==> config.mk <==
export PLATFORM = sky130hd
export DESIGN_NAME = stfs_status
export DESIGN_NICKNAME = d
export VERILOG_FILES = /design/src/hw/stfs_pkg.sv /design/src/hw/stfs_reg_filter.sv /design/src/hw/stfs_status.sv
export SDC_FILE = /design/constraint.sdc
export NUM_CORES = 1
export LEC_CHECK = 0
export BUFFER_PORTS_ARGS = -buffer_cell sky130_fd_sc_hd__buf_4
export CORE_UTILIZATION = 55
export CTS_CLUSTER_DIAMETER = 100
export DETAILED_ROUTE_END_ITERATION = 8
export HOLD_SLACK_MARGIN = 0.08
export PLACE_DENSITY = 0.78
export SLEW_MARGIN = 20
export SYNTH_ARGS = -nofsm -noshare
export SYNTH_HDL_FRONTEND = slang
export SYNTH_SLANG_ARGS = --single-unit
==> constraint.sdc <==
create_clock -name ref_clk_i -period 3.6 [get_ports ref_clk_i]
set_input_delay 0.72 -clock ref_clk_i [delete_from_list [all_inputs] [get_ports ref_clk_i]]
set_output_delay 0.72 -clock ref_clk_i [all_outputs]
set_load 0.05 [all_outputs]
==> src/hw/stfs_pkg.sv <==
/*
  Shared constants and state types for the supply and thermal fault status
  block: register offsets, reset values, flag positions and timing figures.
  Assumes a single 200 MHz clock.
*/
package stfs_pkg;

  localparam int unsigned CLK_PERIOD_PS = 5000;

  // Register offsets in the seven-bit register space.
  localparam logic [6:0] ADDR_HIGH_THR = 7'h1A;
  localparam logic [6:0] ADDR_LOW_THR  = 7'h1B;
  localparam logic [6:0] ADDR_TEMP     = 7'h46;
  localparam logic [6:0] ADDR_STATUS   = 7'h5F;

  // Values after reset.
  localparam logic [7:0] HIGH_THR_RST  = 8'hFF;
  localparam logic [7:0] LOW_THR_RST   = 8'h00;
  localparam logic [7:0] TEMP_RST      = 8'h00;

  // Temperature codes: bottom of the linear range and the saturation code.
  localparam logic [7:0] TEMP_CODE_MIN = 8'h18;
  localparam logic [7:0] TEMP_CODE_MAX = 8'h82;

  // Bit positions in the fault and health status register.
  localparam int unsigned BIT_OUT1_OK   = 7;
  localparam int unsigned BIT_OUT2_OK   = 6;
  localparam int unsigned BIT_GATE_OK   = 5;
  localparam int unsigned BIT_OVERTEMP  = 4;
  localparam int unsigned BIT_LOW       = 3;
  localparam int unsigned BIT_HIGH      = 2;
  localparam int unsigned BIT_CMD_ERR   = 1;
  localparam int unsigned BIT_GATE_ERR  = 0;

  // Output filter time and gate supply start-up error time.
  localparam int unsigned FILTER_NS     = 10000;
  localparam int unsigned STARTUP_NS    = 100000;
  localparam int unsigned FILTER_CYC    =
    (FILTER_NS * 1000 + CLK_PERIOD_PS - 1) / CLK_PERIOD_PS;
  localparam int unsigned STARTUP_CYC   =
    (STARTUP_NS * 1000 + CLK_PERIOD_PS - 1) / CLK_PERIOD_PS;
  localparam int unsigned FILT_W        = 12;
  localparam int unsigned SU_W          = 20;

  typedef struct packed {
    logic              flag;
    logic [FILT_W-1:0] cnt;
  } stfs_filt_t;

  typedef struct packed {
    logic [7:0]      high_thr;
    logic [7:0]      low_thr;
    logic [7:0]      temp;
    logic [7:0]      rdata;
    logic            rvalid;
    logic [7:0]      status;
    logic            gate_avail;
    logic            overtemp;
    logic            low;
    logic            high;
    logic            cmd_err;
    logic            gate_err;
    logic            fail_silent;
    logic            gate_drive;
    logic            meas_on;
    logic            su_done;
    logic [SU_W-1:0] su_cnt;
  } stfs_state_t;

endpackage

==> src/hw/stfs_reg_filter.sv <==
/*
  Debounce filter for one output-regulated flag. The flag follows the
  in-window input only after the input has held the opposite level for
  longer than the filter time. Assumes the input is synchronous.
*/
`timescale 1ns/1ps
`default_nettype none

module stfs_reg_filter
  import stfs_pkg::*;
(
  input  wire logic ref_clk_i,
  input  wire logic resetn_i,
  input  wire logic clear_i,
  input  wire logic in_window_i,
  output logic      flag_o
);

  stfs_filt_t q;
  stfs_filt_t d;

  always_comb begin
    d = q;
    if (clear_i) begin
      d.flag = 1'b0;
      d.cnt  = '0;
    end else if (in_window_i == q.flag) begin
      d.cnt = '0;
    end else if (q.cnt == FILT_W'(FILTER_CYC)) begin
      // Set and clear alike need a run longer than the filter time.
      d.flag = in_window_i;
      d.cnt  = '0;
    end else begin
      d.cnt = q.cnt + FILT_W'(1);
    end
  end

  always_ff @(posedge ref_clk_i or negedge resetn_i) begin
    if (!resetn_i) begin
      q <= '0;
    end else begin
      q <= d;
    end
  end

  assign flag_o = q.flag;

  a_filter_set_hold: assert property (@(posedge ref_clk_i)
    disable iff (!resetn_i)
    $rose(q.flag) |-> $past(in_window_i) && !$past(clear_i))
    else $error("Regulated flag rose without a window input.");

  a_filter_clr_hold: assert property (@(posedge ref_clk_i)
    disable iff (!resetn_i)
    $fell(q.flag) |-> !$past(in_window_i) || $past(clear_i))
    else $error("Regulated flag fell while the output was in window.");

endmodule // stfs_reg_filter

`default_nettype wire

==> src/hw/stfs_status.sv <==
/*
  Supply and thermal fault status block of a two-phase boost controller.
  Holds the supply thresholds, the junction temperature readout and the
  fault and health status register, and latches fail-silent mode.
  Register accesses arrive already framed and decoded, one per strobe,
  from the serial interface; that interface reports framing faults and
  its own disallowed commands on cmd_fault_i. Off mode is a synchronous
  clear; resetn_i is the power-on reset.
*/
`timescale 1ns/1ps
`default_nettype none

module stfs_status
  import stfs_pkg::*;
#(
  parameter int unsigned STARTUP_CYCLES = STARTUP_CYC
) (
  input  wire logic       ref_clk_i,
  input  wire logic       resetn_i,
  input  wire logic       off_mode_i,
  input  wire logic       reg_valid_i,
  input  wire logic       reg_write_i,
  input  wire logic [6:0] reg_addr_i,
  input  wire logic [7:0] reg_wdata_i,
  input  wire logic       cmd_fault_i,
  input  wire logic [7:0] supply_code_i,
  input  wire logic [7:0] temp_code_i,
  input  wire logic       out1_en_i,
  input  wire logic       out2_en_i,
  input  wire logic       out1_in_window_i,
  input  wire logic       out2_in_window_i,
  input  wire logic       gate_reg_en_i,
  input  wire logic       gate_in_window_i,
  input  wire logic       gate_in_range_i,
  input  wire logic       gate_overload_i,
  output logic [7:0]      reg_rdata_o,
  output logic            reg_rvalid_o,
  output logic [7:0]      status_o,
  output logic [7:0]      supply_high_threshold_o,
  output logic [7:0]      supply_low_threshold_o,
  output logic            fail_silent_o,
  output logic            gate_drive_en_o,
  output logic            meas_active_o
);

  // Sticky flag update in which a set in the clearing cycle wins.
  function automatic logic sticky(input logic cur, input logic set,
                                  input logic clr);
    sticky = (cur & ~clr) | set;
  endfunction

  // Saturate the raw temperature code at the top of the reported range.
  function automatic logic [7:0] temp_clamp(input logic [7:0] code);
    temp_clamp = (code > TEMP_CODE_MAX) ? TEMP_CODE_MAX : code;
  endfunction

  stfs_state_t q;
  stfs_state_t d;
  logic        out1_ok;
  logic        out2_ok;

  stfs_reg_filter u_out1_filter (
    .ref_clk_i   (ref_clk_i),
    .resetn_i    (resetn_i),
    .clear_i     (off_mode_i),
    .in_window_i (out1_in_window_i),
    .flag_o      (out1_ok)
  );

  stfs_reg_filter u_out2_filter (
    .ref_clk_i   (ref_clk_i),
    .resetn_i    (resetn_i),
    .clear_i     (off_mode_i),
    .in_window_i (out2_in_window_i),
    .flag_o      (out2_ok)
  );

  logic       wr_stat;
  logic       wr_bad;
  logic       set_high;
  logic       set_low;
  logic       set_temp;
  logic       set_cmd;
  logic       su_timeout;
  logic       gate_lost;
  logic       set_gerr;
  logic [7:0] status_now;

  always_comb begin
    d = q;
    // Status writes only clear the sticky flags; a faulty one is refused.
    wr_stat = reg_valid_i & reg_write_i & ~cmd_fault_i &
              (reg_addr_i == ADDR_STATUS);
    wr_bad  = reg_valid_i & reg_write_i & (reg_addr_i == ADDR_TEMP);
    set_cmd = wr_bad | cmd_fault_i;

    d.meas_on = (out1_en_i | out2_en_i) & q.gate_avail;
    set_high  = q.meas_on & (supply_code_i > q.high_thr);
    set_low   = q.meas_on & (supply_code_i < q.low_thr);
    set_temp  = (temp_code_i >= TEMP_CODE_MAX);
    d.temp    = temp_clamp(temp_code_i);

    // Gate supply start-up supervision.
    su_timeout = gate_reg_en_i & ~q.su_done & ~gate_in_window_i &
                 (q.su_cnt == SU_W'(STARTUP_CYCLES));
    gate_lost  = q.su_done & q.gate_avail & ~gate_in_window_i &
                 gate_in_range_i;
    set_gerr   = su_timeout | gate_overload_i;
    if (!gate_reg_en_i) begin
      d.su_cnt = '0;
    end else if (!q.su_done) begin
      if (gate_in_window_i) begin
        d.su_done    = 1'b1;
        d.gate_avail = 1'b1;
      end else if (su_timeout) begin
        d.su_done = 1'b1;
      end else begin
        d.su_cnt = q.su_cnt + SU_W'(1);
      end
    end
    if (gate_lost | gate_overload_i | ~gate_reg_en_i) begin
      d.gate_avail = 1'b0;
    end

    d.high     = sticky(q.high, set_high, wr_stat);
    d.low      = sticky(q.low, set_low, wr_stat);
    d.overtemp = sticky(q.overtemp, set_temp, wr_stat);
    d.cmd_err  = sticky(q.cmd_err, set_cmd, wr_stat);
    d.gate_err = sticky(q.gate_err, set_gerr, wr_stat);

    // Fail-silent ignores status writes; only Off mode leaves it.
    d.fail_silent = q.fail_silent | set_high | set_low | set_temp |
                    set_gerr | gate_lost;
    d.gate_drive  = d.gate_avail & ~d.fail_silent;

    // Threshold writes are ignored when the access carries a fault.
    if (reg_valid_i & reg_write_i & ~cmd_fault_i) begin
      if (reg_addr_i == ADDR_HIGH_THR) begin
        d.high_thr = reg_wdata_i;
      end
      if (reg_addr_i == ADDR_LOW_THR) begin
        d.low_thr = reg_wdata_i;
      end
    end

    status_now = '0;
    status_now[BIT_OUT1_OK]  = out1_ok;
    status_now[BIT_OUT2_OK]  = out2_ok;
    status_now[BIT_GATE_OK]  = q.gate_avail;
    status_now[BIT_OVERTEMP] = q.overtemp;
    status_now[BIT_LOW]      = q.low;
    status_now[BIT_HIGH]     = q.high;
    status_now[BIT_CMD_ERR]  = q.cmd_err;
    status_now[BIT_GATE_ERR] = q.gate_err;
    d.status = status_now;

    // Answer: valid read returns content, valid threshold write the new content, status write the content before its clear.
    d.rvalid = reg_valid_i;
    d.rdata  = '0;
    if (reg_valid_i & ~set_cmd) begin
      case (reg_addr_i)
        ADDR_HIGH_THR: d.rdata = d.high_thr;
        ADDR_LOW_THR:  d.rdata = d.low_thr;
        ADDR_TEMP:     d.rdata = q.temp;
        ADDR_STATUS:   d.rdata = status_now;
        default:       d.rdata = '0;
      endcase
    end

    if (off_mode_i) begin
      d            = '0;
      d.high_thr   = HIGH_THR_RST;
      d.low_thr    = LOW_THR_RST;
      d.temp       = TEMP_RST;
    end
  end

  always_ff @(posedge ref_clk_i or negedge resetn_i) begin
    if (!resetn_i) begin
      q          <= '0;
      q.high_thr <= HIGH_THR_RST;
      q.low_thr  <= LOW_THR_RST;
      q.temp     <= TEMP_RST;
    end else begin
      q <= d;
    end
  end

  assign reg_rdata_o             = q.rdata;
  assign reg_rvalid_o            = q.rvalid;
  assign status_o                = q.status;
  assign supply_high_threshold_o = q.high_thr;
  assign supply_low_threshold_o  = q.low_thr;
  assign fail_silent_o           = q.fail_silent;
  assign gate_drive_en_o         = q.gate_drive;
  assign meas_active_o           = q.meas_on;

  a_high_sets_flag: assert property (@(posedge ref_clk_i)
    disable iff (!resetn_i)
    q.meas_on && supply_code_i > q.high_thr && !off_mode_i
    |=> q.high && q.fail_silent)
    else $error("Supply above threshold did not set high flag.");

  a_low_sets_flag: assert property (@(posedge ref_clk_i)
    disable iff (!resetn_i)
    q.meas_on && supply_code_i < q.low_thr && !off_mode_i
    |=> q.low && q.fail_silent)
    else $error("Supply below threshold did not set low flag.");

  a_meas_gated: assert property (@(posedge ref_clk_i)
    disable iff (!resetn_i)
    q.meas_on |-> $past(q.gate_avail) &&
                  ($past(out1_en_i) || $past(out2_en_i)))
    else $error("Supply compare ran without enable and gate supply.");

  a_fail_latched: assert property (@(posedge ref_clk_i)
    disable iff (!resetn_i)
    q.fail_silent && !off_mode_i |=> q.fail_silent)
    else $error("Fail-silent left without Off mode.");

  a_write_clears: assert property (@(posedge ref_clk_i)
    disable iff (!resetn_i)
    reg_valid_i && reg_write_i && reg_addr_i == ADDR_STATUS &&
    !q.meas_on && !cmd_fault_i && temp_code_i < TEMP_CODE_MAX &&
    !gate_overload_i && !su_timeout
    |=> !q.high && !q.low && !q.cmd_err && !q.overtemp && !q.gate_err)
    else $error("Status write did not clear sticky flags.");

  a_ro_write_err: assert property (@(posedge ref_clk_i)
    disable iff (!resetn_i)
    reg_valid_i && reg_write_i && reg_addr_i == ADDR_TEMP && !off_mode_i
    |=> q.cmd_err && q.rvalid && q.rdata == 8'h00)
    else $error("Read-only write did not raise command error.");

  a_overtemp_fs: assert property (@(posedge ref_clk_i)
    disable iff (!resetn_i)
    temp_code_i >= TEMP_CODE_MAX && !off_mode_i
    |=> q.overtemp && q.fail_silent && q.temp == TEMP_CODE_MAX)
    else $error("Overtemperature did not set flag and fail-silent.");

  a_gate_drive_ok: assert property (@(posedge ref_clk_i)
    disable iff (!resetn_i)
    q.gate_drive |-> q.gate_avail && !q.fail_silent)
    else $error("Gate outputs driven without gate supply available.");

  a_startup_fault: assert property (@(posedge ref_clk_i)
    disable iff (!resetn_i)
    su_timeout && !off_mode_i |=> q.gate_err && q.fail_silent)
    else $error("Gate supply start-up timeout not flagged.");

  a_gate_lost: assert property (@(posedge ref_clk_i)
    disable iff (!resetn_i)
    gate_lost && !off_mode_i |=> !q.gate_avail && q.fail_silent)
    else $error("Gate supply loss not handled.");

  a_status_map: assert property (@(posedge ref_clk_i)
    disable iff (!resetn_i)
    !$past(off_mode_i) |-> q.status[BIT_HIGH] == $past(q.high) &&
      q.status[BIT_GATE_OK] == $past(q.gate_avail))
    else $error("Status register bit map mismatch.");

  a_off_clears: assert property (@(posedge ref_clk_i)
    disable iff (!resetn_i)
    off_mode_i |=> !q.high && !q.low && !q.cmd_err && !q.overtemp &&
                   !q.gate_err && !q.fail_silent)
    else $error("Off mode did not clear flags and fail-silent.");

  a_fault_flags: assert property (@(posedge ref_clk_i)
    disable iff (!resetn_i)
    reg_valid_i && cmd_fault_i && !off_mode_i
    |=> q.cmd_err && q.rvalid && q.rdata == 8'h00)
    else $error("Faulty access did not raise command error.");

  a_fault_no_apply: assert property (@(posedge ref_clk_i)
    disable iff (!resetn_i)
    reg_valid_i && reg_write_i && cmd_fault_i && !off_mode_i
    |=> $stable(q.high_thr) && $stable(q.low_thr))
    else $error("Faulty write changed a threshold.");

  a_thr_write: assert property (@(posedge ref_clk_i)
    disable iff (!resetn_i)
    reg_valid_i && reg_write_i && !cmd_fault_i && !off_mode_i &&
    reg_addr_i == ADDR_HIGH_THR
    |=> q.high_thr == $past(reg_wdata_i) && q.rdata == $past(reg_wdata_i))
    else $error("High threshold write did not land or echo.");

  a_temp_readout: assert property (@(posedge ref_clk_i)
    disable iff (!resetn_i)
    temp_code_i < TEMP_CODE_MAX && !off_mode_i
    |=> q.temp == $past(temp_code_i))
    else $error("Temperature readout does not follow the code.");

  a_status_flags: assert property (@(posedge ref_clk_i)
    disable iff (!resetn_i)
    !$past(off_mode_i) |-> q.status[BIT_OVERTEMP] == $past(q.overtemp) &&
      q.status[BIT_LOW] == $past(q.low) &&
      q.status[BIT_CMD_ERR] == $past(q.cmd_err) &&
      q.status[BIT_GATE_ERR] == $past(q.gate_err))
    else $error("Status register fault bits mismatch.");

  a_regulated_map: assert property (@(posedge ref_clk_i)
    disable iff (!resetn_i)
    !$past(off_mode_i) |-> q.status[BIT_OUT1_OK] == $past(out1_ok) &&
      q.status[BIT_OUT2_OK] == $past(out2_ok))
    else $error("Status register regulated bits mismatch.");

  a_overload_gerr: assert property (@(posedge ref_clk_i)
    disable iff (!resetn_i)
    gate_overload_i && !off_mode_i
    |=> q.gate_err && !q.gate_avail && q.fail_silent)
    else $error("Gate supply overload not handled.");

  a_gate_avail_window: assert property (@(posedge ref_clk_i)
    disable iff (!resetn_i)
    $rose(q.gate_avail) |-> $past(gate_in_window_i) && $past(gate_reg_en_i))
    else $error("Gate supply reported available outside its window.");

  c_high_fault: cover property (@(posedge ref_clk_i)
    disable iff (!resetn_i) $rose(q.high));
  c_clear_write: cover property (@(posedge ref_clk_i)
    disable iff (!resetn_i) q.high ##1 !q.high && q.fail_silent);
  c_gate_up: cover property (@(posedge ref_clk_i)
    disable iff (!resetn_i) $rose(q.gate_drive));
  c_out1_ok: cover property (@(posedge ref_clk_i)
    disable iff (!resetn_i) $rose(out1_ok));
  c_gate_fault: cover property (@(posedge ref_clk_i)
    disable iff (!resetn_i) $rose(q.gate_err));

endmodule // stfs_status

`default_nettype wire

# [Yosys cells after proc, flatten, opt, wreduce, memory -nomap -nowiden]
# Index checks and enable logic that the tools add are counted.
# Widths: inputs -> output; s select.
[word_totals] regBits=97 latch_bits=0 mem_bits_rw=0 rom_bits=0 in_bits=45 output_inout_bits=36 word_cells=118 memories=0
[classes] add_sub_neg=3 mul=0 div_mod_pow=0 n_lt_le_gt_ge=4 eq_ne=14 shifts=0 n_mux=28 bitwise_logic=42 reduce_logical=6
[ops] operator="$mux 71" count=1
[ops] operator="$mux 20" count=3
[ops] operator="$mux 12" count=4
[ops] operator="$mux 8" count=4
[ops] operator="$pmux 8 s4" count=1
[ops] operator="$mux 13" count=2
[ops] operator="$add 12x1->12 const B" count=2
[ops] operator="$eq 12x11->1 const B" count=2
[ops] operator="$mux 21" count=1
[ops] operator="$add 20x1->20 const B" count=1
[ops] operator="$and 1x1->1" count=20
[ops] operator="$eq 20x15->1 const B" count=1
[ops] operator="$mux 16" count=1
[ops] operator="$or 1x1->1" count=15
[ops] operator="$eq 7x5->1 const B" count=2
[ops] operator="$eq 7x7->1 const B" count=2
[ops] operator="$mux 1" count=11
[ops] operator="$ne 3x3->1 const B" count=3
[ops] operator="$ge 8x8->1 const B" count=1
[ops] operator="$gt 8x8->1" count=1
[ops] operator="$gt 8x8->1 const B" count=1
[ops] operator="$lt 8x8->1" count=1
[ops] operator="$not 1->1" count=7
[ops] operator="$reduce_bool 2->1" count=3
[ops] operator="other kinds (4)" count=7

# [Depth between registers and ports, before layout]
# Gate-level depths: netlist of the first run.
[depth] ltp_word=10 ltp_mapped=8 mapped_depth_nobuf=7

# [By module]
# From an unflattened synthesis of the first run, not the netlist that was laid out.
[unflattened] hier_cells=568 area_unflattened_um2=5422.7
[by_module_without_submodules] module="stfs_status" n_inst=1 cells_per_inst=432 area_per_inst_um2=4083.9 seq_area_each_um2=1786.7
[by_module_without_submodules] module="stfs_reg_filter" n_inst=2 cells_per_inst=68 area_per_inst_um2=669.4 seq_area_each_um2=325.3

# [Worst setup path after synthesis of the first run]
# OpenSTA, ideal clock, no wires.
[synth_path] path_kind="input -> register" from="in reg_valid_i" to="reg q[24] (netlist bit)" setup_ns=0.132 arrival_time_ns=1.981 t_required_ns=3.468 slack_ns=1.488 path_stages=6 n_path_buf=1 path_cell_list="nand2_1 -> or2_1 -> buf_2 -> or4_4 -> a211oi_1 -> nor2_1"
[synth_lines] element="start: declaration" line_no="stfs_status.sv:21" rtl="input wire logic reg_valid_i,"
[synth_lines] element="end: declaration" line_no="stfs_status.sv:57" rtl="stfs_state_t q;"

==> metrics.log, run 1 <==
[metrics] Netlist Area Pre-Place: between 5000 and 6000 um2
[metrics] number of buffers inserted to repair setup after CTS: 0
[metrics] PostCTS Resize Cnt: 0
[metrics] Initial Utilization: 0.5661
[metrics] number of synthesized register bits: 97
[metrics] Total Wirelength: approximately 11000 um
[metrics] reg-to-reg startpoint: q[0]$_DFFE_PN0P_
[metrics] Setup Skew: between 0.01 and 0.015 ns
[metrics] post-place instance area: 5662 um2
[metrics] sequential share of the synthesized area: 0.4682
[metrics] Post-route DRC: 0
[metrics] detailed placement HPWL: approximately 8500 um
[metrics] outcome: finished clean
[metrics] max frequency: 473.0 MHz
[metrics] residual overflow from global routing: 0
[metrics] first-pass GRT wire length: 18510 um
[metrics] synthesized instance count: roughly 530
[metrics] Post-synth EDFFs: 0
[metrics] minimum clock period: roughly 2.1 ns
[metrics] critical path endpoint category: flip-flop
[metrics] largest net degree at the start of global routing: 67
[metrics] number of hold violations in the final report: 0
[metrics] predominant post-synthesis flop cell: sky130_fd_sc_hd__dfrtp_1
[metrics] Hold Crit Class: primary input to async pin
[metrics] synthesis-to-finish area growth: 12.76%
[metrics] area of all placed cells without fillers: 5871 um2
[metrics] clock latency on the worst-skew pair: approximately 0.38 ns
[metrics] remaining number of nets flagged by the antenna check after routing: 0
[metrics] via count of the first global-routing pass: 3836
[metrics] maximum clock insertion buffer count: 2
[metrics] cell at the root of the clock tree: sky130_fd_sc_hd__clkbuf_8
[metrics] CP Max Fanout: 16
[metrics] total I/O pin count: roughly 80
[metrics] global placer's final weighted congestion: between 0.9 and 1
[metrics] number of nets in the finished design: approximately 650
[metrics] number of violations of the max-capacitance limit: 0
[metrics] CTS H-tree lvls: 3
[metrics] Vert. Die Dim: just under 100 um
[metrics] distinct cell type count of the synthesized netlist: 55
[metrics] x dimension of the die: around 99 um
[metrics] number of vias per cell after detailed routing: between 5 and 6
[metrics] crit start category: primary input
[metrics] gr usage total: 0.2447
[metrics] synthesized net count: 600
[metrics] TritonCTS buffer count: 9
[metrics] endpoint of the worst setup timing path: supply_high_threshold_o[0]$_DFF_PN1_
[metrics] unrepaired setup endpoints after global routing: no
[metrics] count of synthesis-stage warnings from yosys: 0
[metrics] total via count after detailed routing: ~4000
[metrics] share of cells above drive strength 1: 0.2065
[metrics] worst-case vdd ir drop: roughly 0.00025 V
[metrics] worst hold slack after final layout: between 0.4 and 0.5 ns
[metrics] Post-synth ARST share: 1.000
[metrics] IO buf count: 80
[metrics] final-report setup violation count: 0
[metrics] CTS sink cnt: 97
[metrics] slew margin rel.: 0.4555
[metrics] Reg2Reg Capture Point: q[5]$_DFFE_PN0P_
[metrics] CORE AREA: a little over 9000 um2
[metrics] Clock Pin Slew Worst Setup and Hold Paths: 0.10 ns
[metrics] clock tree from TritonCTS: built
[metrics] Static Leak: around 2.6 nW
[metrics] count of cells along the worst register-to-register path: 7
[metrics] transition time at the pin with the least slew margin: ~0.82 ns
[metrics] Site Rows: 35
[metrics] count of antenna diodes in the layout: 0
[metrics] per-instance average area after synthesis: 9.750 um2
[metrics] number of detailed-routing iterations run before antenna repair: 4
[metrics] Max Transition Viols Final: 0
[metrics] category of the critical setup timing path: primary input to flip-flop
[metrics] die area: 9859 um2
[metrics] period utilization: 0.5873
[metrics] pre-CTS setup slack: approximately 1.1 ns
[metrics] total power divided by cell area: around 350 nW/um2
[metrics] first element of the critical path: reg_addr_i[2]
[metrics] R2R Setup Slk: 1.49 ns
[metrics] Power, Total: 2.041 mW
[metrics] number of DRC markers in iteration 0: 187
[metrics] least setup slack across all paths after layout: 1.486 ns
[metrics] Final TNS setup: 0 ns
[metrics] hold-fix buffers at CTS: 0
[metrics] arrival time of the worst setup path: roughly 2.4 ns
[metrics] antenna violations before repair: 0
[metrics] average routed wire per standard cell: 16.34 um
[metrics] endpoint required time on the critical path: roughly 3.9 ns
==> area by class of cell <==
class | count | area, um2
Tap cell | 111 | 138.9
Multi-Input combinational cell | 362 | 2361
Fill cell | 773 | 3326
Clock buffer | 9 | 123.9
Inverter | 29 | 108.9
Sequential cell | 97 | 2437
Timing Repair Buffer | 82 | 615.6
Clock inverter | 7 | 85.08
==> logic make-up (layout without fill, tap and decap cells) <==
| logic type | count (synthesis) | in the layout | synth area share |
|---|---|---|---|
| DFF | 97 | 97 | 0.4682 |
| adders and majority gates | 21 | 21 | 0.05047 |
| muxes | 11 | 11 | 0.02115 |
| and+or+nand+nor | 211 | 211 | 0.2112 |
| buffers and inverters | 75 | 127 | 0.07835 |
| AOI/OAI and AO/OA | 84 | 84 | 0.1118 |
| xor gates and xnor gates | 35 | 35 | 0.05888 |
==> stage by stage <==
| stage | util | std cells |
|---|---|---|
| 2_1_floorplan | - | 534 |
| 3_3_place_gp | 0.6156 | 681 |
| 3_5_place_dp | 0.6156 | 681 |
| 4_1_cts | 0.6384 | 697 |
| 5_1_grt | 0.6384 | 697 |
| 6_report | 0.6384 | 697 |
==> Yosys cell counts, types with 14 or more instances <==
library cell              count  area, um2
sky130_fd_sc_hd__dfrtp_1     89       2227
sky130_fd_sc_hd__nor2_1      64      240.2
sky130_fd_sc_hd__nand2_1     49      183.9
sky130_fd_sc_hd__buf_4       33      247.7
sky130_fd_sc_hd__inv_1       29      108.9
sky130_fd_sc_hd__a21oi_1     25      125.1
sky130_fd_sc_hd__ha_1        21      262.8
sky130_fd_sc_hd__xnor2_1     19      166.4
sky130_fd_sc_hd__nand3_1     16      80.08
sky130_fd_sc_hd__xor2_1      16      140.1
sky130_fd_sc_hd__nor2b_1     14      87.58
==> metal layers <==
metal / wire [um] / vias to the layer above / GRT usage
met5: 0 / - / 0
met4: 215 / 0 / 0.09050
met3: 687 / 16 / 0.05692
met2: 5381 / 150 / 0.3739
met1: 5102 / 1932 / 0.3425
li1: - / 1913 / -
==> how the worst min path moves through the flow <==
stage / from / cells after the start / endpoint / slack (ns)
2_1_floorplan: resetn_i / 0 / fail_silent_o$_DFF_PN0_ / 0.42
3_3_place_gp: u_out2_filter.q[0]$_DFF_PN0_ / 1 / u_out2_filter.q[0]$_DFF_PN0_ / 0.49
3_5_place_dp: u_out1_filter.q[0]$_DFF_PN0_ / 1 / u_out1_filter.q[0]$_DFF_PN0_ / 0.50
4_1_cts: resetn_i / 1 / u_out1_filter.q[7]$_DFF_PN0_ / 0.45
5_1_grt: resetn_i / 1 / status_o[1]$_DFF_PN0_ / 0.48
6_report: resetn_i / 1 / reg_rdata_o[7]$_DFF_PN0_ / 0.42
==> report_power, final <==
part           switching (mW)  leakage, nW  internal [mW]
clock network           0.415        0.107          0.336
registers              0.0104         1.31           1.10
logic                   0.108         1.20         0.0688
total                   0.533         2.62           1.51
==> flip-flops by register name, indices dropped and copies added (netlist names) <==
name	count
gate_drive_en_o	1
reg_rdata_o	8
u_out1_filter.q	12
u_out1_filter.flag_o	1
q	35
meas_active_o	1
status_o	8
reg_rvalid_o	1
u_out2_filter.q	12
supply_low_threshold_o	8
u_out2_filter.flag_o	1
supply_high_threshold_o	8
fail_silent_o	1
==> layout by cell type (no fill, tap or decap), types with 7 or more instances in the layout <==
master / count
sky130_fd_sc_hd__nor2_1: 64
sky130_fd_sc_hd__a211o_1: 8
sky130_fd_sc_hd__dfstp_2: 8
sky130_fd_sc_hd__xnor2_1: 19
sky130_fd_sc_hd__o22a_1: 8
sky130_fd_sc_hd__clkbuf_8: 9
sky130_fd_sc_hd__mux2i_1: 11
sky130_fd_sc_hd__a21oi_1: 25
sky130_fd_sc_hd__a22oi_1: 8
sky130_fd_sc_hd__buf_4: 82
sky130_fd_sc_hd__inv_1: 29
sky130_fd_sc_hd__nor2b_1: 14
sky130_fd_sc_hd__nand3_1: 16
sky130_fd_sc_hd__a31oi_1: 9
sky130_fd_sc_hd__dfrtp_1: 89
sky130_fd_sc_hd__xor2_1: 16
sky130_fd_sc_hd__and3_1: 11
sky130_fd_sc_hd__nand2_1: 49
sky130_fd_sc_hd__ha_1: 21
sky130_fd_sc_hd__or3_1: 7
==> critical path, cell delays in order <==
cell	delay [ns]
sky130_fd_sc_hd__buf_4	0.12
sky130_fd_sc_hd__nor4b_2	0.36
sky130_fd_sc_hd__nand4_2	0.29
sky130_fd_sc_hd__nor2_2	0.55
sky130_fd_sc_hd__nor2b_1	0.10
sky130_fd_sc_hd__a211o_1	0.29
No activity file was read; power rests on OpenSTA's default activity.
==> inputs of run 2 (changes only) <==
--- a/config.mk
+++ b/config.mk
@@ -6,11 +6,11 @@
 export NUM_CORES = 1
 export LEC_CHECK = 0
 export BUFFER_PORTS_ARGS = -buffer_cell sky130_fd_sc_hd__buf_4
-export CORE_UTILIZATION = 55
+export CORE_UTILIZATION = 52
 export CTS_CLUSTER_DIAMETER = 100
 export DETAILED_ROUTE_END_ITERATION = 8
 export HOLD_SLACK_MARGIN = 0.08
-export PLACE_DENSITY = 0.78
+export PLACE_DENSITY = 0.77
 export SLEW_MARGIN = 20
 export SYNTH_ARGS = -nofsm -noshare
 export SYNTH_HDL_FRONTEND = slang
==> constraint.sdc (replaced) <==
create_clock -name ref_clk_i -period 1.84 [get_ports ref_clk_i]
set_input_delay 0.368 -clock ref_clk_i [delete_from_list [all_inputs] [get_ports ref_clk_i]]
set_output_delay 0.368 -clock ref_clk_i [all_outputs]
set_load 0.05 [all_outputs]
==> run 2 against run 1 <==
Clock power increased by 84%. Count of clock-buffer cells in the layout unchanged. Core utilization decreased by 0.10 points. Critical path depth increased by 1. Setup slack got worse by 1.4 ns. Design area increased by 5.6%. Flip-flop and latch count unchanged. Cell count increased by 7.5%. Critical path type is now flip-flop to flip-flop. Register-to-register slack got worse by 1.4 ns. First-iteration DRC count decreased by 12%. Total power increased by 93%. Die area increased by 5.7%.
==> metrics.log, run 2 (same netlist as run 1, synthesis figures left out) <==
[metrics] detailed placement HPWL: 8877 um
[metrics] total power divided by cell area: 635.6 nW/um2
[metrics] Hold Crit Class: primary input to flip-flop
[metrics] average routed wire per standard cell: ~16 um
[metrics] antenna violations before repair: 0
[metrics] post-place instance area: ~6000 um2
[metrics] critical-path cell list: inv_1, ha_1, a21oi_1, o21a_1, nand2_1, o2111ai_2, and4_1
[metrics] number of detailed-routing iterations run before antenna repair: 4
[metrics] clock latency on the worst-skew pair: roughly 0.37 ns
[metrics] residual overflow from global routing: 0
[metrics] minimum clock period: around 1.8 ns
[metrics] CTS sink cnt: 97
[metrics] worst hold path cell count: 2
[metrics] IO buf count: 80
[metrics] number of hold violations in the final report: 0
[metrics] final standard cell utilization of the core: 0.6373
[metrics] slowest stage delay, CP: between 0.5 and 0.6 ns
[metrics] least setup slack across all paths after layout: 0.04914 ns
[metrics] Initial Utilization: 0.5351
[metrics] Total Wirelength: about 12000 um
[metrics] CTS H-tree lvls: 3
[metrics] highest-count cells in the layout ignoring fill and taps: sky130_fd_sc_hd__buf_4, sky130_fd_sc_hd__dfrtp_1, sky130_fd_sc_hd__nor2_1
[metrics] Vert. Die Dim: approximately 100 um
[metrics] Reg2Reg Capture Point: gate_drive_en_o$_DFF_PN0_
[metrics] number of violations of the max-capacitance limit: 0
[metrics] critical path's slowest cell: sky130_fd_sc_hd__dfstp_2
[metrics] via count of the first global-routing pass: ~4000
[metrics] routing usage on met3: 0.03899
[metrics] Most Used Layer, Global Route: met2
[metrics] Post-route DRC: 0
[metrics] CORE AREA: about 9700 um2
[metrics] final-report setup violation count: 0
[metrics] clock tree from TritonCTS: built
[metrics] number of vias per cell after detailed routing: roughly 5.5
[metrics] largest net degree at the start of global routing: 37
[metrics] Clock Pin Slew Worst Setup and Hold Paths: around 0.09 ns
[metrics] max frequency: around 560 MHz
[metrics] register with the most flip-flops: q
[metrics] slew margin rel.: 0.5444
[metrics] period utilization: 0.9733
[metrics] outcome: finished clean
[metrics] global placer's final weighted congestion: between 0.8 and 0.9
[metrics] count of antenna diodes in the layout: 0
[metrics] synthesis-to-finish area growth: 19.11%
[metrics] critical path endpoint category: flip-flop
[metrics] Max Transition Viols Final: 0
[metrics] count of cells along the worst register-to-register path: 7
[metrics] die area: about 10000 um2
[metrics] top cell family by delay on the critical path: flip-flops
[metrics] share of cells above drive strength 1: 0.2565
[metrics] first element of the critical path: supply_high_threshold_o[5]$_DFF_PN1_
[metrics] endpoint required time on the critical path: about 2.1 ns
[metrics] pre-CTS setup slack: -0.08946 ns
[metrics] flip-flop count of the largest register, all copies and words added: 35
[metrics] gr usage total: 0.2448
[metrics] R2R Setup Slk: between 0.04 and 0.05 ns
[metrics] cell at the root of the clock tree: sky130_fd_sc_hd__clkbuf_8
[metrics] category of the critical setup timing path: flip-flop to flip-flop
[metrics] CP Max Fanout: 3
[metrics] worst hold slack after final layout: just over 0.2 ns
[metrics] area of all placed cells without fillers: between 6000 and 7000 um2
[metrics] remaining number of nets flagged by the antenna check after routing: 0
[metrics] TritonCTS buffer count: 9
[metrics] Final TNS setup: 0 ns
[metrics] Static Leak: between 2 and 3 nW
[metrics] registers with the highest flip-flop counts: q: 35 flops, u_out1_filter.q: 12 flops, u_out2_filter.q: 12 flops
[metrics] reg-to-reg startpoint: supply_high_threshold_o[5]$_DFF_PN1_
[metrics] total via count after detailed routing: between 4000 and 5000
[metrics] maximum clock insertion buffer count: 2
[metrics] arrival time of the worst setup path: approximately 2.1 ns
[metrics] met2 track utilization from global routing: 0.3815
[metrics] number of nets in the finished design: a little under 700
[metrics] Site Rows: 36
[metrics] worst-case vdd ir drop: 0.0003701 V
[metrics] met1 Use GR: 0.3477
[metrics] crit path buf inv count: 1
[metrics] x dimension of the die: ~100 um
[metrics] transition time at the pin with the least slew margin: roughly 0.68 ns
[metrics] end of the worst hold path: q[29]$_DFF_PN0_
[metrics] crit start category: flip-flop
[metrics] total I/O pin count: about 80
[metrics] most common cell after layout, fill and taps aside: sky130_fd_sc_hd__buf_4
[metrics] number of DRC markers in iteration 0: 164
[metrics] Setup Skew: a little under 0.01 ns
[metrics] HP Start: gate_overload_i
[metrics] first-pass GRT wire length: approximately 19000 um
[metrics] unrepaired setup endpoints after global routing: yes
run 2: cell count changes in the layout (fill, tap and decap cells not counted), sizes merged:
cell / previous run / this run
buf: 82 / 111
clkinv: 2 / 3
clkinvlp: 0 / 3
dlygate4sd3: 0 / 1
inv: 33 / 29
run 2: how the worst max path moves through the flow:
stage | end | slack, ns | cells after the start
after CTS | u_out1_filter.q[10]$_DFF_PN0_ | 0.01 | 7
after global placement | reg_rdata_o[1]$_DFF_PN0_ | -0.04 | 6
after floorplan | q[24]$_DFF_PN0_ | 0.08 | 6
final | gate_drive_en_o$_DFF_PN0_ | 0.05 | 7
after global routing | gate_drive_en_o$_DFF_PN0_ | -0.02 | 7
after detailed placement | reg_rdata_o[6]$_DFF_PN0_ | -0.09 | 6
run 2: power breakdown:
group	total, mW	switching, mW	internal (mW)
Sequential	2.18	0.0190	2.16
Clock	1.38	0.754	0.625
Combinational	0.385	0.221	0.165
run 2: metal layers:
| metal | share of wire | vias up | wire (um) |
|---|---|---|---|
| li1 | - | 1962 | - |
| met1 | 0.46 | 2014 | 5424 |
| met2 | 0.47 | 124 | 5536 |
| met3 | 0.058 | 17 | 682 |
| met4 | 0.015 | 0 | 180 |
| met5 | 0 | - | 0 |
run 2: cell type report:
class / count / area (um2)
Clock buffer: 9 / 123.9
Timing Repair Buffer: 112 / 880.8
Fill cell: 831 / 3528
Inverter: 29 / 108.9
Multi-Input combinational cell: 362 / 2412
Sequential cell: 97 / 2437
Tap cell: 133 / 166.4
Clock inverter: 7 / 71.32
run 2: stage by stage:
stage / total power, mW / std cells
after detailed placement: 2.595 / 731
after global routing: 4.102 / 749
after global placement: 2.583 / 731
final: 3.941 / 749
after CTS: 3.977 / 748
after floorplan: 2.377 / 534
run 2: timing repair:
item | CTS | global route
pin swaps | 0 | 9
hold buffers | 1 | 0
buffers inserted | 0 | 1
cloned | 0 | 0
gates resized for setup | 2 | 10
endpoints found under the hold margin | 25 | 0
endpoints found under the setup margin | 2 | 33
==> inputs of run 3 (changes only) <==
--- a/config.mk
+++ b/config.mk
@@ -9,8 +9,9 @@
 export CORE_UTILIZATION = 52
 export CTS_CLUSTER_DIAMETER = 100
 export DETAILED_ROUTE_END_ITERATION = 8
+export GPL_TIMING_DRIVEN = 0
 export HOLD_SLACK_MARGIN = 0.08
-export PLACE_DENSITY = 0.77
+export PLACE_DENSITY_LB_ADDON = 0.08
 export SLEW_MARGIN = 20
 export SYNTH_ARGS = -nofsm -noshare
 export SYNTH_HDL_FRONTEND = slang
==> run 3 against run 2 <==
Die area stayed put. Worst hold slack worse by 0.13 ns. Core utilization is 1.9 points higher. Critical endpoint is now q[5]$_DFFE_PN0P_. Highest routed layer unchanged.
==> metrics.log, run 3 (same netlist as run 1, synthesis figures left out) <==
[metrics] Hold Crit Class: primary input to async pin
[metrics] Max Transition Viols Final: 0
[metrics] number of vias per cell after detailed routing: roughly 5.5
[metrics] gr usage total: 0.2441
[metrics] cell at the root of the clock tree: sky130_fd_sc_hd__clkbuf_8
[metrics] slew margin rel.: 0.4275
[metrics] max frequency: about 550 MHz
[metrics] via count of the first global-routing pass: between 4000 and 5000
[metrics] global placer's final weighted congestion: a little under 0.9
[metrics] maximum clock insertion buffer count: 2
[metrics] clock latency on the worst-skew pair: about 0.36 ns
[metrics] Clock Pin Slew Worst Setup and Hold Paths: roughly 0.080 ns
[metrics] category of the critical setup timing path: flip-flop to flip-flop
[metrics] x dimension of the die: a little over 100 um
[metrics] met1 Use GR: 0.3364
[metrics] arrival time of the worst setup path: 2.05 ns
[metrics] Post-route DRC: 0
[metrics] number of hold violations in the final report: 0
[metrics] die area: around 10000 um2
[metrics] CTS sink cnt: a little under 100
[metrics] critical path endpoint category: flip-flop
[metrics] TritonCTS buffer count: 9
[metrics] CP Max Fanout: 7
[metrics] critical-path cell list: inv_1, ha_4, nor4b_4, nand4_1, buf_6, o211ai_4, xor2_1, nor2_1
[metrics] CTS H-tree lvls: 3
[metrics] number of DRC markers in iteration 0: approximately 210
[metrics] register with the most flip-flops: q
[metrics] synthesis-to-finish area growth: 22.61%
[metrics] largest net degree at the start of global routing: 98
[metrics] Site Rows: 36
[metrics] met2 track utilization from global routing: 0.3975
[metrics] first-pass GRT wire length: slightly below 20000 um
[metrics] final instance count without filler cells: a little under 800
[metrics] routing usage on met3: 0.04720
[metrics] crit start category: flip-flop
[metrics] residual overflow from global routing: 0
[metrics] final-report setup violation count: 0
[metrics] outcome: finished clean
[metrics] highest-count cells in the layout ignoring fill and taps: sky130_fd_sc_hd__buf_4, sky130_fd_sc_hd__dfrtp_1, sky130_fd_sc_hd__nor2_1
[metrics] total I/O pin count: 81
[metrics] CORE AREA: 9729 um2
[metrics] period utilization: 0.9872
[metrics] registers with the highest flip-flop counts: q: 35 flops, u_out1_filter.q: 12 flops, u_out2_filter.q: 12 flops
[metrics] count of antenna diodes in the layout: 0
[metrics] Setup Skew: ~0.0057 ns
[metrics] unrepaired setup endpoints after global routing: yes
[metrics] flip-flop count of the largest register, all copies and words added: 35
[metrics] total via count after detailed routing: approximately 4200
[metrics] Initial Utilization: 0.5351
[metrics] most common cell after layout, fill and taps aside: sky130_fd_sc_hd__buf_4
[metrics] clock tree from TritonCTS: built
[metrics] Fill cells: between 800 and 900
[metrics] final standard cell utilization of the core: 0.6561
[metrics] number of placed instances, taps included: between 700 and 800
[metrics] endpoint required time on the critical path: 2.07 ns
[metrics] Static Leak: roughly 2.8 nW
[metrics] IO buf count: 80
[metrics] Vert. Die Dim: 102.1 um
[metrics] detailed placement HPWL: around 9000 um
[metrics] top cell family by delay on the critical path: simple AND/OR/NAND/NOR gates
[metrics] crit path buf inv count: 2
[metrics] Most Used Layer, Global Route: met2
[metrics] share of cells above drive strength 1: 0.2895
[metrics] critical path's slowest cell: sky130_fd_sc_hd__dfrtp_1
[metrics] minimum clock period: between 1.5 and 2 ns
[metrics] number of violations of the max-capacitance limit: 0
[metrics] Total Wirelength: 12310 um
[metrics] total power divided by cell area: ~590 nW/um2
[metrics] number of detailed-routing iterations run before antenna repair: 5
[metrics] transition time at the pin with the least slew margin: approximately 0.86 ns
[metrics] number of nets in the finished design: 700
[metrics] worst-case vdd ir drop: between 0.0005 and 0.0006 V
[metrics] slowest stage delay, CP: between 0.4 and 0.5 ns
[metrics] Final TNS setup: 0 ns
[metrics] average routed wire per standard cell: 15.94 um
[metrics] remaining number of nets flagged by the antenna check after routing: 0
[metrics] worst hold slack after final layout: ~0.069 ns
[metrics] antenna violations before repair: 0
## run 3: cell types whose count changed in the layout (fill, tap and decap cells not counted), sizes merged
| cell | change |
|---|---|
| clkbuf | +15 |
| buf | +14 |
| clkinv | -3 |
| bufinv | -1 |
| clkinvlp | -1 |
| dlygate4sd3 | -1 |
## run 3: worst paths after layout
check / startpoint / endpoint / slack [ns] / depth (start not counted)
min in group ref_clk_i: gate_overload_i / q[29]$_DFF_PN0_ / 0.20 / 2
max in group asynchronous: resetn_i / u_out1_filter.q[5]$_DFF_PN0_ / 1.18 / 1
worst min-delay path: resetn_i / reg_rdata_o[5]$_DFF_PN0_ / 0.07 / 1
worst min register to register: u_out1_filter.q[0]$_DFF_PN0_ / u_out1_filter.q[0]$_DFF_PN0_ / 0.50 / 1
worst max register to register: q[1]$_DFFE_PN0P_ / q[5]$_DFFE_PN0P_ / 0.02 / 8
worst max-delay path: q[1]$_DFFE_PN0P_ / q[5]$_DFFE_PN0P_ / 0.02 / 8
## run 3: what timing repair did
| item | in CTS | in global routing |
|---|---|---|
| pin swaps | 3 | 12 |
| cloned | 0 | 0 |
| buffers inserted | 3 | 8 |
| hold buffers | 0 | 0 |
| resized for setup | 9 | 27 |
| setup endpoints to repair | 25 | 55 |
## run 3: worst register-to-register path, cell delays in order (launching register included)
cell,delay [ns]
sky130_fd_sc_hd__dfrtp_1,0.42
sky130_fd_sc_hd__inv_1,0.12
sky130_fd_sc_hd__ha_4,0.14
sky130_fd_sc_hd__nor4b_4,0.20
sky130_fd_sc_hd__nand4_1,0.18
sky130_fd_sc_hd__buf_6,0.18
sky130_fd_sc_hd__o211ai_4,0.23
sky130_fd_sc_hd__xor2_1,0.17
sky130_fd_sc_hd__nor2_1,0.05
## run 3: cell type report
class	instances	area [um2]	area share
multi-input cells	362	2515	0.3940
flip-flops and latches	97	2437	0.3818
repair buffers	91	690.7	0.1082
plain buffers	44	297.8	0.04665
well taps	133	166.4	0.02607
clock buffers	14	152.6	0.02391
inverters	29	108.9	0.01705
clock inverters	2	15.01	0.002352
## run 3: report_power, final
part / internal (mW) / leakage, nW / total (mW) / switching (mW)
sequential: 2.16 / 1.31 / 2.18 / 0.0203
clock: 0.532 / 0.0769 / 1.22 / 0.691
combinational: 0.160 / 1.46 / 0.387 / 0.227
total: 2.85 / 2.85 / 3.79 / 0.938
## run 3: layer usage
metal / share of wire / routed length (um)
met3: 0.047 / 578
met2: 0.49 / 6076
met4: 0.010 / 123
met1: 0.45 / 5530
met5: 0 / 0
## run 3: per-stage QoR
stage | setup WS, ns | power [mW] | instance area (um2)
finish | 0.02356 | 3.788 | 6384
global route | -0.1206 | 3.942 | 6384
CTS | 0.001566 | 3.816 | 6205
detailed placement | -0.4052 | 2.580 | 5977
global placement | -0.3491 | 2.570 | 5973
floorplan | 0.07951 | 2.377 | 5206
